File: config.mk
export PLATFORM = sky130hd
export DESIGN_NAME = cit_core_irq_opt
export DESIGN_NICKNAME = d
export VERILOG_FILES = /design/src/design/cit_pkg.sv /design/src/design/cit_presc_if.sv /design/src/design/cit_prescaler.sv /design/src/design/cit_core_irq_opt.sv
export VERILOG_INCLUDE_DIRS = /design/src /design/src/design
export SDC_FILE = /design/constraint.sdc
export NUM_CORES = 1
export LEC_CHECK = 0
export ABC_AREA = 0
export BUFFER_PORTS_ARGS = -buffer_cell sky130_fd_sc_hd__buf_2
export CAP_MARGIN = 20
export CORE_MARGIN = 2
export CORE_UTILIZATION = 48
export DETAILED_ROUTE_END_ITERATION = 6
export PLACE_DENSITY = 0.77
export SYNTH_ARGS = -nofsm -noshare
export SYNTH_HDL_FRONTEND = slang
export SYNTH_SLANG_ARGS = --single-unit
File: constraint.sdc
create_clock -name CLK -period 3.43 [get_ports CLK]
set_clock_uncertainty 0.2 [all_clocks]
set_input_delay 0.5145 -clock CLK [delete_from_list [all_inputs] [get_ports CLK]]
set_output_delay 0.5145 -clock CLK [all_outputs]
set_load 0.02 [all_outputs]
File: src/design/cit_defs.svh
// Purpose: offsets, field positions, reset values and counts for the
//          core interrupt and timer option block
// Assumes: register indexes are word indexes; byte address is four times the index
// Notes:   included by the prescaler and by the core design file
`ifndef CIT_DEFS_SVH
`define CIT_DEFS_SVH

// ----------------------------------------------------------------------------
// register indexes (byte address = index * 4)
// ----------------------------------------------------------------------------
`define CIT_IDX_ICR 10'h00b
`define CIT_IDX_ICR_B1 10'h08b
`define CIT_IDX_ICR_B2 10'h10b
`define CIT_IDX_ICR_B3 10'h18b
`define CIT_IDX_OPT 10'h081
`define CIT_IDX_STS 10'h020
`define CIT_IDX_MSK 10'h021

// ----------------------------------------------------------------------------
// interrupt control register fields
// ----------------------------------------------------------------------------
`define CIT_ICR_GLB_EN 7
`define CIT_ICR_PER_EN 6
`define CIT_ICR_TOIE 5
`define CIT_ICR_INTE 4
`define CIT_ICR_PORT_EN 3
`define CIT_ICR_TOIF 2
`define CIT_ICR_EXT_FLG 1
`define CIT_ICR_PORT_FLG 0
`define CIT_ICR_RESET 8'h00

// ----------------------------------------------------------------------------
// timer option register fields
// ----------------------------------------------------------------------------
`define CIT_OPT_PUD 7
`define CIT_OPT_EDGE 6
`define CIT_OPT_CSRC 5
`define CIT_OPT_SEDGE 4
`define CIT_OPT_PASG 3
`define CIT_OPT_RATIO_MSB 2
`define CIT_OPT_RATIO_LSB 0
`define CIT_OPT_RESET 8'hff

// ----------------------------------------------------------------------------
// event status / mask fields
// ----------------------------------------------------------------------------
`define CIT_EV_TOF 0
`define CIT_EV_EXT 1
`define CIT_EV_PORT 2
`define CIT_EV_W 3
`define CIT_STS_RESET 3'h0
`define CIT_MSK_RESET 3'h0

// ----------------------------------------------------------------------------
// synchroniser lanes: ext pin, timer clock pin, four upper nibble pins
// ----------------------------------------------------------------------------
`define CIT_SYNC_W 6
`define CIT_LANE_EXT 0
`define CIT_LANE_TCK 1
`define CIT_LANE_NIB 2

`endif

File: src/design/cit_pkg.sv
// Purpose: shared types of the core interrupt and timer option block
// Assumes: constants live in cit_defs.svh
// Notes:   types only
package cit_pkg;
    typedef logic [7:0] cit_byte_t;
    typedef logic [2:0] cit_ratio_t;
    typedef logic [31:0] cit_word_t;
endpackage

File: src/design/cit_presc_if.sv
// Purpose: carrier between the option logic and the shared prescaler
// Assumes: single clock domain
// Notes:   events are one-cycle pulses
`timescale 1ns/1ps
interface cit_presc_if;
    import cit_pkg::*;
    logic src_evt;
    logic wdt_evt;
    logic assign_wdt;
    cit_ratio_t ratio;
    logic timer_inc;
    logic wdt_tick;
    modport ctrl (output src_evt, output wdt_evt, output assign_wdt, output ratio,
                  input timer_inc, input wdt_tick);
    modport presc (input src_evt, input wdt_evt, input assign_wdt, input ratio,
                   output timer_inc, output wdt_tick);
endinterface

File: src/design/cit_prescaler.sv
// Purpose: single prescaler shared between timer and watchdog
// Assumes: events arrive as one-cycle pulses on CLK
// Notes:   counter restarts whenever the assignment or ratio changes
`timescale 1ns/1ps
`include "cit_defs.svh"
module cit_prescaler (
    input wire logic CLK, // instruction clock
    input wire logic RST_B, // async reset, active low
    cit_presc_if.presc p // prescaler carrier
);
    import cit_pkg::*;

    cit_byte_t cnt_q, cnt_d;
    cit_byte_t lim;
    logic evt;
    logic assign_q, timer_inc_q, timer_inc_d, wdt_tick_q, wdt_tick_d;
    cit_ratio_t ratio_q;

    // last count before a tick: timer divides by 2..256, watchdog by 1..128
    always_comb
    begin
        if (p.assign_wdt)
            lim = cit_byte_t'((9'h001 << p.ratio) - 9'h001);
        else
            lim = cit_byte_t'((9'h002 << p.ratio) - 9'h001);
    end

    // only the assigned side runs through the counter, the other passes straight
    always_comb
    begin
        evt = p.assign_wdt ? p.wdt_evt : p.src_evt;
        cnt_d = cnt_q;
        timer_inc_d = 1'b0;
        wdt_tick_d = 1'b0;
        if (p.assign_wdt)
            timer_inc_d = p.src_evt;
        else
            wdt_tick_d = p.wdt_evt;
        if (p.assign_wdt != assign_q || p.ratio != ratio_q)
            cnt_d = 8'h00;
        else if (evt)
        begin
            if (cnt_q >= lim)
            begin
                cnt_d = 8'h00;
                timer_inc_d = timer_inc_d | !p.assign_wdt;
                wdt_tick_d = wdt_tick_d | p.assign_wdt;
            end
            else
                cnt_d = cit_byte_t'(cnt_q + 8'h01);
        end
    end

    always_ff @(posedge CLK or negedge RST_B)
    begin
        if (!RST_B)
        begin
            cnt_q <= 8'h00;
            assign_q <= 1'b0;
            ratio_q <= 3'h0;
            timer_inc_q <= 1'b0;
            wdt_tick_q <= 1'b0;
        end
        else
        begin
            cnt_q <= cnt_d;
            assign_q <= p.assign_wdt;
            ratio_q <= p.ratio;
            timer_inc_q <= timer_inc_d;
            wdt_tick_q <= wdt_tick_d;
        end
    end

    assign p.timer_inc = timer_inc_q;
    assign p.wdt_tick = wdt_tick_q;

    // ------------------------------------------------------------------------
    // checks
    // ------------------------------------------------------------------------
    chk_presc_bypass: assert property (@(posedge CLK) disable iff (!RST_B)
        p.assign_wdt && $stable(p.assign_wdt) && p.src_evt |=> p.timer_inc)
        else $error("timer event not passed through while prescaler on watchdog");
    chk_ratio_tick: assert property (@(posedge CLK) disable iff (!RST_B)
        !p.assign_wdt && $stable(p.assign_wdt) && $stable(p.ratio) && p.src_evt
        && cnt_q == cit_byte_t'((9'h002 << p.ratio) - 9'h001) |=> p.timer_inc)
        else $error("timer tick missing at prescale limit");
    cov_wdt_tick: cover property (@(posedge CLK) disable iff (!RST_B) p.wdt_tick);
endmodule

File: src/design/cit_core_irq_opt.sv
// Purpose: core interrupt control and timer option registers behind APB
// Assumes: CLK is the instruction clock; pins are asynchronous to it
// Notes:   zero wait state slave; read data captured in the setup cycle
//
// The APB slave port was chosen for this implementation.
`timescale 1ns/1ps
`include "cit_defs.svh"

// Behaviour
// - pull-up disable bit forces all pull-ups off
// - edge bit picks rising or falling external edge
// - clock-source bit picks pin or instruction clock
// - source-edge bit picks falling or rising pin edge
// - shared prescaler goes to watchdog or timer
// - ratio field sets power-of-two division
// - flags set regardless of any enable bit
// - global enable gates every source of the core request, not the IRQ output
// - enable and flag for three sources
// - control register read/write, mirrored at four banks
// - peripheral enable needed for peripheral interrupts
module cit_core_irq_opt (
    input wire logic CLK, // instruction clock, 10 MHz
    input wire logic RST_B, // async reset, active low
    input wire logic PSEL, // apb select
    input wire logic PENABLE, // apb access phase
    input wire logic PWRITE, // apb direction
    input wire logic [11:0] PADDR, // apb byte address
    input wire cit_pkg::cit_word_t PWDATA, // apb write data
    output logic [31:0] PRDATA, // apb read data
    output logic PREADY, // apb ready
    output logic PSLVERR, // apb error on unmapped address
    input wire logic EXT_IRQ_PIN, // external interrupt pin
    input wire logic TIMER_EXT_CLOCK_PIN, // timer external clock pin
    input wire logic [3:0] UPPER_NIBBLE_PINS, // upper nibble of upper port
    input wire logic UPPER_PORT_READ, // pulse: core reads upper port
    input wire logic [7:0] UPPER_PORT_PULL_REQ, // per-pin pull-up from port latch
    input wire logic TIMER_OVERFLOW, // pulse: timer counter overflowed
    input wire logic WDT_EVENT, // pulse: watchdog oscillator tick
    input wire logic PERIPH_IRQ, // any enabled peripheral flag set
    output logic [7:0] UPPER_PORT_PULLUP_EN, // weak pull-up enables
    output logic TIMER_INC, // pulse: increment timer counter
    output logic WDT_TICK, // pulse: prescaled watchdog tick
    output logic CORE_IRQ, // interrupt request to the core
    output logic IRQ // level: unmasked event status set
);
    import cit_pkg::*;

    cit_presc_if pif ();

    // ------------------------------------------------------------------------
    // pin synchronisers
    // ------------------------------------------------------------------------
    logic [`CIT_SYNC_W-1:0] raw, s1_q, s2_q, s3_q, stab_q, stab_d, prev_q;

    assign raw = {UPPER_NIBBLE_PINS, TIMER_EXT_CLOCK_PIN, EXT_IRQ_PIN};

    // a change is believed once the second and third stages agree
    genvar gi;
    generate
        for (gi = 0; gi < `CIT_SYNC_W; gi++)
        begin : g_sync
            assign stab_d[gi] = (s2_q[gi] == s3_q[gi]) ? s3_q[gi] : stab_q[gi];
        end
    endgenerate

    always_ff @(posedge CLK or negedge RST_B)
    begin
        if (!RST_B)
        begin
            s1_q <= '0;
            s2_q <= '0;
            s3_q <= '0;
            stab_q <= '0;
            prev_q <= '0;
        end
        else
        begin
            s1_q <= raw;
            s2_q <= s1_q;
            s3_q <= s2_q;
            stab_q <= stab_d;
            prev_q <= stab_q;
        end
    end

    // ------------------------------------------------------------------------
    // apb decode
    // ------------------------------------------------------------------------
    logic [9:0] idx;
    logic setup, acc_wr, acc_rd, hit_icr, hit_opt, hit_sts, hit_msk, mapped;

    assign idx = PADDR[11:2];
    // the control register answers in every bank
    assign hit_icr = idx == `CIT_IDX_ICR || idx == `CIT_IDX_ICR_B1
        || idx == `CIT_IDX_ICR_B2 || idx == `CIT_IDX_ICR_B3;
    assign hit_opt = idx == `CIT_IDX_OPT;
    assign hit_sts = idx == `CIT_IDX_STS;
    assign hit_msk = idx == `CIT_IDX_MSK;
    assign mapped = (hit_icr || hit_opt || hit_sts || hit_msk) && PADDR[1:0] == 2'b00;
    assign setup = PSEL && !PENABLE;
    assign acc_wr = PSEL && PENABLE && PWRITE && mapped;
    assign acc_rd = PSEL && PENABLE && !PWRITE && mapped;

    // ------------------------------------------------------------------------
    // event detection
    // ------------------------------------------------------------------------
    cit_byte_t icr_q, icr_d, opt_q, opt_d;
    logic [3:0] port_latch_q, port_latch_d;
    logic ext_evt, tck_rise, tck_fall, port_mismatch;
    logic [`CIT_EV_W-1:0] ev;

    assign ext_evt = opt_q[`CIT_OPT_EDGE]
        ? (stab_q[`CIT_LANE_EXT] && !prev_q[`CIT_LANE_EXT])
        : (!stab_q[`CIT_LANE_EXT] && prev_q[`CIT_LANE_EXT]);
    assign tck_rise = stab_q[`CIT_LANE_TCK] && !prev_q[`CIT_LANE_TCK];
    assign tck_fall = !stab_q[`CIT_LANE_TCK] && prev_q[`CIT_LANE_TCK];
    assign port_mismatch = stab_q[`CIT_LANE_NIB +: 4] != port_latch_q;
    assign ev = {port_mismatch, ext_evt, TIMER_OVERFLOW};

    // a port read snapshots the pins, ending the mismatch
    always_comb
    begin
        port_latch_d = UPPER_PORT_READ ? stab_q[`CIT_LANE_NIB +: 4] : port_latch_q;
    end

    // ------------------------------------------------------------------------
    // prescaler hookup
    // ------------------------------------------------------------------------
    assign pif.src_evt = opt_q[`CIT_OPT_CSRC]
        ? (opt_q[`CIT_OPT_SEDGE] ? tck_fall : tck_rise)
        : 1'b1;
    assign pif.wdt_evt = WDT_EVENT;
    assign pif.assign_wdt = opt_q[`CIT_OPT_PASG];
    assign pif.ratio = opt_q[`CIT_OPT_RATIO_MSB:`CIT_OPT_RATIO_LSB];

    cit_prescaler u_presc (
        .CLK(CLK),
        .RST_B(RST_B),
        .p(pif.presc)
    );

    assign TIMER_INC = pif.timer_inc;
    assign WDT_TICK = pif.wdt_tick;

    // ------------------------------------------------------------------------
    // registers
    // ------------------------------------------------------------------------
    logic [`CIT_EV_W-1:0] sts_q, sts_d, msk_q, msk_d, rd_clr;
    logic [31:0] prdata_q, prdata_d;
    logic err_q, err_d, core_irq_q, core_irq_d, irq_q, irq_d;
    cit_byte_t pull_q, pull_d;

    // flags: set wins over a software write of zero; hardware never clears
    always_comb
    begin
        icr_d = icr_q;
        opt_d = opt_q;
        msk_d = msk_q;
        if (acc_wr && hit_icr)
            icr_d = PWDATA[7:0];
        if (acc_wr && hit_opt)
            opt_d = PWDATA[7:0];
        if (acc_wr && hit_msk)
            msk_d = PWDATA[`CIT_EV_W-1:0];
        icr_d[`CIT_ICR_TOIF] = icr_d[`CIT_ICR_TOIF] | ev[`CIT_EV_TOF];
        icr_d[`CIT_ICR_EXT_FLG] = icr_d[`CIT_ICR_EXT_FLG] | ev[`CIT_EV_EXT];
        icr_d[`CIT_ICR_PORT_FLG] = icr_d[`CIT_ICR_PORT_FLG] | ev[`CIT_EV_PORT];
    end

    // the mask gates only the level output, never the status bits themselves
    // status read clears only what the read returned, so a late event survives
    always_comb
    begin
        rd_clr = (acc_rd && hit_sts) ? prdata_q[`CIT_EV_W-1:0] : '0;
        sts_d = (sts_q & ~rd_clr) | ev;
        irq_d = |(sts_d & msk_d);
    end

    // read data and error are captured in the setup cycle, held through access
    always_comb
    begin
        prdata_d = prdata_q;
        err_d = err_q;
        if (setup)
        begin
            err_d = !mapped;
            prdata_d = '0;
            if (!PWRITE && mapped)
            begin
                if (hit_icr)
                    prdata_d[7:0] = icr_d;
                else if (hit_opt)
                    prdata_d[7:0] = opt_d;
                else if (hit_sts)
                    prdata_d[`CIT_EV_W-1:0] = sts_d;
                else
                    prdata_d[`CIT_EV_W-1:0] = msk_d;
            end
        end
    end

    // core request: global gate over the three sources and the peripheral group
    always_comb
    begin
        core_irq_d = icr_q[`CIT_ICR_GLB_EN] && (
            (icr_q[`CIT_ICR_TOIE] && icr_q[`CIT_ICR_TOIF]) ||
            (icr_q[`CIT_ICR_INTE] && icr_q[`CIT_ICR_EXT_FLG]) ||
            (icr_q[`CIT_ICR_PORT_EN] && icr_q[`CIT_ICR_PORT_FLG]) ||
            (icr_q[`CIT_ICR_PER_EN] && PERIPH_IRQ));
        pull_d = opt_q[`CIT_OPT_PUD] ? 8'h00 : UPPER_PORT_PULL_REQ;
    end

    always_ff @(posedge CLK or negedge RST_B)
    begin
        if (!RST_B)
        begin
            icr_q <= `CIT_ICR_RESET;
            opt_q <= `CIT_OPT_RESET;
            sts_q <= `CIT_STS_RESET;
            msk_q <= `CIT_MSK_RESET;
            port_latch_q <= 4'h0;
            prdata_q <= 32'h0000_0000;
            err_q <= 1'b0;
            core_irq_q <= 1'b0;
            irq_q <= 1'b0;
            pull_q <= 8'h00;
        end
        else
        begin
            icr_q <= icr_d;
            opt_q <= opt_d;
            sts_q <= sts_d;
            msk_q <= msk_d;
            port_latch_q <= port_latch_d;
            prdata_q <= prdata_d;
            err_q <= err_d;
            core_irq_q <= core_irq_d;
            irq_q <= irq_d;
            pull_q <= pull_d;
        end
    end

    // bus outputs; pready is tied high, so every access ends in one cycle
    assign PRDATA = prdata_q;
    assign PREADY = 1'b1; // zero wait states
    assign PSLVERR = PSEL && PENABLE && err_q;
    assign CORE_IRQ = core_irq_q;
    assign IRQ = irq_q;
    assign UPPER_PORT_PULLUP_EN = pull_q;

    // ------------------------------------------------------------------------
    // checks
    // ------------------------------------------------------------------------
    // every check runs on CLK and is held off while RST_B is low
    chk_pullup_gate: assert property (@(posedge CLK) disable iff (!RST_B)
        opt_q[`CIT_OPT_PUD] |=> UPPER_PORT_PULLUP_EN == 8'h00)
        else $error("pull-ups on while disabled");
    chk_ext_edge_flag: assert property (@(posedge CLK) disable iff (!RST_B)
        opt_q[`CIT_OPT_EDGE] && $rose(stab_q[`CIT_LANE_EXT]) |=> icr_q[`CIT_ICR_EXT_FLG])
        else $error("rising edge did not set external flag");
    chk_tclk_internal: assert property (@(posedge CLK) disable iff (!RST_B)
        !opt_q[`CIT_OPT_CSRC] |-> pif.src_evt)
        else $error("internal timer clock missing");
    chk_tclk_fall: assert property (@(posedge CLK) disable iff (!RST_B)
        opt_q[`CIT_OPT_CSRC] && opt_q[`CIT_OPT_SEDGE] && $rose(stab_q[`CIT_LANE_TCK])
        |-> !pif.src_evt)
        else $error("timer counted on wrong pin edge");
    chk_flag_indep: assert property (@(posedge CLK) disable iff (!RST_B)
        TIMER_OVERFLOW |=> icr_q[`CIT_ICR_TOIF])
        else $error("overflow flag not set");
    chk_global_gate: assert property (@(posedge CLK) disable iff (!RST_B)
        !icr_q[`CIT_ICR_GLB_EN] |=> !CORE_IRQ)
        else $error("interrupt raised with global enable clear");
    chk_mirror_read: assert property (@(posedge CLK) disable iff (!RST_B)
        setup && !PWRITE && hit_icr && PADDR[1:0] == 2'b00 |=> PRDATA[7:0] == $past(icr_d))
        else $error("control register read wrong in a bank");
    chk_periph_gate: assert property (@(posedge CLK) disable iff (!RST_B)
        icr_q[`CIT_ICR_GLB_EN] && icr_q[`CIT_ICR_PER_EN] && PERIPH_IRQ |=> CORE_IRQ)
        else $error("peripheral interrupt not raised");
    chk_flag_sticky: assert property (@(posedge CLK) disable iff (!RST_B)
        icr_q[`CIT_ICR_TOIF] && !(acc_wr && hit_icr) |=> icr_q[`CIT_ICR_TOIF])
        else $error("flag cleared by hardware");
    chk_port_change: assert property (@(posedge CLK) disable iff (!RST_B)
        port_mismatch |=> icr_q[`CIT_ICR_PORT_FLG] ##0 sts_q[`CIT_EV_PORT])
        else $error("port mismatch did not set flag");
    // status and request outputs against the register state
    chk_irq_level: assert property (@(posedge CLK) disable iff (!RST_B)
        IRQ == |(sts_q & msk_q))
        else $error("interrupt output disagrees with status and mask");
    chk_ext_request: assert property (@(posedge CLK) disable iff (!RST_B)
        icr_q[`CIT_ICR_GLB_EN] && icr_q[`CIT_ICR_INTE] && icr_q[`CIT_ICR_EXT_FLG] |=> CORE_IRQ)
        else $error("external interrupt not raised");
    chk_status_clear: assert property (@(posedge CLK) disable iff (!RST_B)
        acc_rd && hit_sts && prdata_q[`CIT_EV_TOF] && !ev[`CIT_EV_TOF] |=> !sts_q[`CIT_EV_TOF])
        else $error("status bit survived its read");

    cov_core_irq: cover property (@(posedge CLK) disable iff (!RST_B) $rose(CORE_IRQ));
    cov_status_clear: cover property (@(posedge CLK) disable iff (!RST_B)
        acc_rd && hit_sts && |sts_q);
    cov_ext_clock: cover property (@(posedge CLK) disable iff (!RST_B)
        opt_q[`CIT_OPT_CSRC] && TIMER_INC);
    cov_port_read: cover property (@(posedge CLK) disable iff (!RST_B)
        port_mismatch && UPPER_PORT_READ);
endmodule

==> results.tsv, run 1 <==
metric	value	unit
worst hold path class	primary input to register	
top_reg_cell synth	dfrtp_1	
CTS root buffer	clkbuf_8	
largest family of logic cells by synthesized area	simple AND/OR/NAND/NOR gates	
PwrDens	450.4	nW/µm²
global-route usage over all layers	18.01	%
Tmin final	3.178	ns
Crit-path slowest cell	dfstp_2	
Pint	1.513	mW
adder-cell share of the synthesized area	5.036	%
GPL Wtd Cong	0.8319	
Synth area leader	dfrtp_1	
Post-synth top cells	dfrtp_1, nand2_1, buf_4	
register area share after synthesis	51.20	%
Fin. Hold Viols	0	
period utilization	92.65	%
hpwl dp	6.086	mm
placed cell area	4578	µm²
initial cell density of the core	48.57	%
GRT overflow	0	
post-synthesis compound-gate area fraction	11.72	%
Clock transition at path regs	0.09	ns
CP Data Required Time	3.54	ns
critical path class	register to register	
RSZ-0062 raised after global routing	no	
Fmax	314.7	MHz
Simple-Gate Fraction of Synth Area	15.83	%
Synth Instances	373	
drt drc	0	
endpoints failing setup	0	
clk buf depth	2	
NetSw	668.2	µW
CTS tree	built	
Syn Area/Cell	11.19	µm²
Row Count	34	
WL final	8.310	mm
Critical Path Max Stage Delay	0.53	ns
first-pass detailed-route iteration total	4	
Synth cell types	54	
Via Count	3004	
cell area after layout	4842	µm²
number of global-route vias before repair	2946	
area grow syn2layout	16.01	%
Num Clock Sinks	85	
worst path cell trace	inv_1 -> ha_1 -> buf_4 -> a21o_1 -> a22oi_1 -> ha_1 -> a2111oi_4 -> a21oi_1 -> nor2_1 -> o21ai_2 -> nor2_2 -> mux2_2	
initial DRC count	136	
end-of-flow core utilization	56.35	%
leak pwr	2.270	nW
die footprint	9458	µm²
TritonCTS Buffers	9	
Setup WS pre-CTS	0.01625	ns
placed cells	545	
cell mode on critical path	ha_1	
I/O pin total	113	
Flop pwr share	50.7	%
Port-buffer cells	63	
post-synth top area share	46.16	%
Synth Cell Area	4174	µm²
Core Region	8593	µm²
Antenna Nets Post-Route	0	
Hold Worst Slack	0.05055	ns
WL per Instance	14.73	µm
Synth async-reset ratio	100.0	%
Max VDD drop	0.3785	mV
xor/xnor share of the synthesized area	2.308	%
height of the die	97.25	µm
maxcap violations	0	
Final Max Slew Viols	0	
vias per cell	5.326	
top cells by area, synth	dfrtp_1, dfstp_2, buf_4	
Worst setup SP type	register	
largest net degree at the start of global routing	86	
layout cell share with drive strength beyond 1	28.79	%
Layout Cells excl Fill	564	
worst skew pair latency	0.36	ns
first-pass GRT wire length	13.78	mm
outcome	completed	
Die W	97.25	µm
H-tree depth	3	
crit end category	register	
Worst Tran Pin Value	0.5525	ns
number of synthesized flops with an enable pin	0	
nets@finish	529	
Max-slew headroom	63.13	%
initial antenna violation count	1	
Ys Warns	0	
switch share	30.64	%
mux contribution to synthesized area	7.374	%
Gate power share	19.1	%
Yosys reg bits	85	
total power draw	2.181	mW
clock network power share	30.3	%
crit path DAT	3.29	ns
most frequent cell after synthesis	dfrtp_1	
setup bufs post-CTS	0	
final setup TNS	0	ns
CP max FO	7	
fin worst setup slack	0.2522	ns
## final timing paths
path	start	endpoint	slack, ns	depth (start not counted)
worst max-delay path	opt_q[0]	u_presc.cnt_q[0]	0.25	12
worst min-delay path	UPPER_NIBBLE_PINS[0]	s1_q[2]	0.05	1
worst max register to register	opt_q[0]	u_presc.cnt_q[0]	0.25	12
worst min register to register	s1_q[5]	s2_q[5]	0.15	0
max in group asynchronous	RST_B	opt_q[6]	2.03	3
min in group asynchronous	RST_B	u_presc.p.wdt_tick	0.35	2
## power groups by stage
stage,sequential [mW],combinational [mW],clock (mW)
after floorplan,1.13,0.266,0
after global routing,1.11,0.465,0.713
after CTS,1.11,0.403,0.674
after detailed placement,1.12,0.397,0
final,1.11,0.416,0.660
after global placement,1.12,0.381,0
## registers in the layout (all words and copies together), names as in the netlist, 8 cells and up
| register | flops |
|---|---|
| u_presc.cnt_q | 8 |
| icr_q | 8 |
| PRDATA | 8 |
| opt_q | 8 |
| UPPER_PORT_PULLUP_EN | 8 |
## cell type report
class	instances	area, µm²
antenna	1	2.502
clock buffer	10	127.6
clock inverter	6	52.55
fill	722	3751
inverter	12	45.04
multi-input combinational	266	1904
sequential	85	2137
tap	108	135.1
timing repair buffer	76	437.9
## placed cells by master (no fill, tap or decap), types with 9 or more instances in the layout
cell      count
conb_1       25
a21oi_1      10
nor2_1       11
clkbuf_8      9
mux2i_1      15
inv_1        12
buf_2        62
dfrtp_1      77
nor2b_1      17
xnor2_1      10
ha_1         10
nand2_1      29
o21ai_0      13
buf_4        12
nand2b_1     10
mux2_2       14
## what timing repair did
action | 4_1_cts | 5_1_grt
hold endpoints to repair | 0 | 16
resized for setup | 0 | 11
setup endpoints to repair | 0 | 10
hold buffers | 0 | 1
## per-layer routing
metal	wire (µm)	GRT usage, %	vias up
li1	-	-	1430
met1	3680	23.14	1473
met2	4067	30.24	86
met3	386	3.094	15
met4	175	7.692	0
met5	0	0	-
## critical path: cells and delay by family (launching register included)
kind                       cells  cell delay [ns]
AOI/OAI and AO/OA              5             0.88
adders and majority gates      2             0.65
DFF                            1             0.53
and+or+nand+nor                2             0.43
buffers and inverters          2             0.22
muxes                          1             0.22
## cell families (layout without fill, tap and decap cells)
group                      after synthesis  count (layout)
AOI/OAI and AO/OA                       70              70
and+or+nand+nor                        113             113
other                                    2              26
DFF                                     85              85
adders and majority gates               18              18
xor gates and xnor gates                11              11
buffers and inverters                   45             104
muxes                                   29              29
No activity file was read; power rests on OpenSTA's default activity.
==> run 2: changes to the inputs <==
--- a/config.mk
+++ b/config.mk
@@ -6,7 +6,7 @@
 export SDC_FILE = /design/constraint.sdc
 export NUM_CORES = 1
 export LEC_CHECK = 0
-export ABC_AREA = 0
+export ABC_AREA = 1
 export BUFFER_PORTS_ARGS = -buffer_cell sky130_fd_sc_hd__buf_2
 export CAP_MARGIN = 20
 export CORE_MARGIN = 2
==> results.tsv, run 2 <==
metric	value	unit	change
Clock transition at path regs	0.10	ns	about the same
most frequent cells in the layout	nand2_1, dfrtp_1, inv_1		
top_reg_cell synth	dfrtp_1		
PwrDens	420.8	nW/µm²	-6.6%
Fin. Hold Viols	0		unchanged
number of synthesized flops with an enable pin	0		unchanged
Crit-path slowest cell	dfstp_2		
initial cell density of the core	49.48	%	+0.91 points
worst hold path stage count	1		unchanged
setup bufs post-CTS	0		unchanged
height of the die	98.59	µm	+1.4%
Fmax	314.0	MHz	-0.23%
top cells by area, synth	dfrtp_1, nand2_1, inv_1		
cell area after layout	4857	µm²	+0.31%
most frequent cell after synthesis	nand2_1		
Core Region	8678	µm²	+0.99%
Synth async-reset ratio	100.0	%	unchanged
CP Data Required Time	3.52	ns	-0.02 ns
Max VDD drop	0.3546	mV	-6.3%
Layout Cells excl Fill	664		+18%
Worst setup SP type	register		
I/O pin total	113		unchanged
leak pwr	2.699	nW	+19%
initial DRC count	118		-13%
FILL cells	796		+10%
initial antenna violation count	0		-1
Max-slew headroom	66.95	%	+3.8 points
Via Count	3272		+8.9%
r2r setup slk	0.24	ns	about the same
WL final	8.376	mm	+0.79%
die footprint	9719	µm²	+2.8%
endpoints failing setup	0		unchanged
worst path cell trace	inv_1 -> ha_1 -> inv_1 -> nor3_1 -> nor3_1 -> nand2_1 -> o32ai_2 -> o41ai_2 -> ha_1 -> a21oi_1 -> o21a_1 -> nand3_2 -> inv_2 -> nand3_1 -> a21oi_1		
hold path start	EXT_IRQ_PIN		
layout cell share with drive strength beyond 1	23.56	%	-5.2 points
R2R cell count	15		+3
commonest non-fill, non-tap cell in the layout	nand2_1		
H-tree depth	3		unchanged
nets@finish	630		+19%
global-route usage over all layers	18.10	%	+0.096 points
TritonCTS Buffers	9		unchanged
WL per Instance	12.61	µm	-14%
crit end category	register		
period utilization	92.86	%	+0.21 points
Synth area leader	dfrtp_1		
placed cell area	4596	µm²	+0.38%
Ys Warns	0		unchanged
Port-buffer cells	63		unchanged
hpwl dp	6.238	mm	+2.5%
Hold Worst Slack	0.05290	ns	+0.002345 ns
CP max FO	5		-2
GPL Wtd Cong	0.8700		+4.6%
Crit path max-delay family	compound AO/OA/AOI/OAI gates		
GRT overflow	0		unchanged
Syn Area/Cell	8.909	µm²	-20%
Post-synth top cells	nand2_1, dfrtp_1, inv_1		
post-synth top area share	44.87	%	-1.3 points
first-pass detailed-route iteration total	4		unchanged
clk buf depth	2		unchanged
placed cells	646		+19%
Num Clock Sinks	85		unchanged
Antenna Nets Post-Route	0		unchanged
Worst Tran Pin Value	0.4912	ns	-0.06135 ns
Critical Path Max Stage Delay	0.56	ns	+0.03 ns
crit path DAT	3.27	ns	-0.02 ns
first-pass GRT wire length	14.46	mm	+4.9%
Final Max Slew Viols	0		unchanged
outcome	completed		
largest net degree at the start of global routing	86		unchanged
CTS tree	built		
Antenna diodes	0		-1
Synth Cell Area	4294	µm²	+2.9%
Synth cell types	43		-20%
register area share after synthesis	49.77	%	-1.4 points
worst skew pair latency	0.36	ns	about the same
capture point of the worst reg-to-reg path	u_presc.cnt_q[7]		
Tmin final	3.185	ns	+0.007301 ns
critical path class	register to register		
vias per cell	4.928		-7.5%
number of global-route vias before repair	3266		+11%
worst hold path class	primary input to register		
Die W	98.59	µm	+1.4%
Synth Instances	482		+29%
Yosys reg bits	85		unchanged
final setup TNS	0	ns	unchanged
WHS Endpoint	s1_q[0]		
Buf/Inv on CP	3		+1
drt drc	0		unchanged
launching point of the worst reg2reg path	opt_q[0]		
Row Count	34		unchanged
CTS root buffer	clkbuf_8		
maxcap violations	0		unchanged
area grow syn2layout	13.11	%	
-- run 2: kinds of logic (layout without fill, tap and decap cells) --
family | Yosys count | in the layout | share of synthesized area [%]
AOI/OAI and AO/OA | 49 | 49 | 7.372
xor gates and xnor gates | 12 | 12 | 2.448
adders and majority gates | 18 | 18 | 4.895
buffers and inverters | 105 | 156 | 12.09
DFF | 85 | 85 | 49.77
muxes | 4 | 4 | 1.049
other | 2 | 25 | 0.1749
and+or+nand+nor | 207 | 207 | 22.20
-- run 2: worst max-delay path by stage --
stage	startpoint	end	slack, ns	depth (start not counted)
6_report	opt_q[0]	u_presc.cnt_q[7]	0.24	15
5_1_grt	opt_q[3]	u_presc.cnt_q[7]	-0.006	17
4_1_cts	opt_q[3]	u_presc.cnt_q[7]	0.12	16
3_5_place_dp	opt_q[3]	u_presc.cnt_q[7]	0.17	16
3_3_place_gp	opt_q[3]	u_presc.cnt_q[7]	0.21	16
2_1_floorplan	opt_q[0]	u_presc.cnt_q[7]	0.58	14
-- run 2: final cells by class --
class / count / area (µm²) / area share [%]
Sequential cell: 85 / 2137 / 44.00
Multi-Input combinational cell: 315 / 1749 / 36.01
Timing Repair Buffer: 65 / 355.3 / 7.316
Inverter: 75 / 281.5 / 5.796
Tap cell: 108 / 135.1 / 2.782
Clock buffer: 9 / 123.9 / 2.550
Clock inverter: 7 / 75.07 / 1.546
-- run 2: where the power goes --
part,total (mW),leakage [nW],internal [mW],switching [mW]
logic,0.236,1.62,0.0884,0.148
clock network,0.708,0.0990,0.290,0.419
registers,1.10,0.979,1.06,0.0441
-- run 2: through the flow --
stage,util (%),setup WS (ns),power (mW)
floorplan,-,0.5769,1.283
global placement,52.96,0.2099,1.333
detailed placement,52.96,0.1703,1.348
CTS,55.25,0.1156,2.054
global route,55.97,-0.006266,2.145
finish,55.97,0.2449,2.044
-- run 2: what timing repair did --
item                                   in CTS  in global routing
endpoints found under the hold margin       0                 32
resized for setup                           0                  5
hold buffers                                0                  1
setup endpoints to repair                   0                  9
-- run 2: per-layer routing --
metal / GRT usage (%) / wire, µm / up-vias
li1: - / - / 1623
met1: 22.82 / 3631 / 1556
met2: 31.08 / 4247 / 83
met3: 4.894 / 415 / 10
met4: 4.636 / 81 / 0
met5: 0 / 0 / -
-- run 2: worst register-to-register path: cells and delay by family, from the launching register on --
kind	cells	cell delay, ns
AO/OA/AOI/OAI	5	0.71
AND/OR/NAND/NOR	5	0.64
adder cells (fa/ha/maj)	2	0.64
flip-flops	1	0.56
buffers and inverters	3	0.35
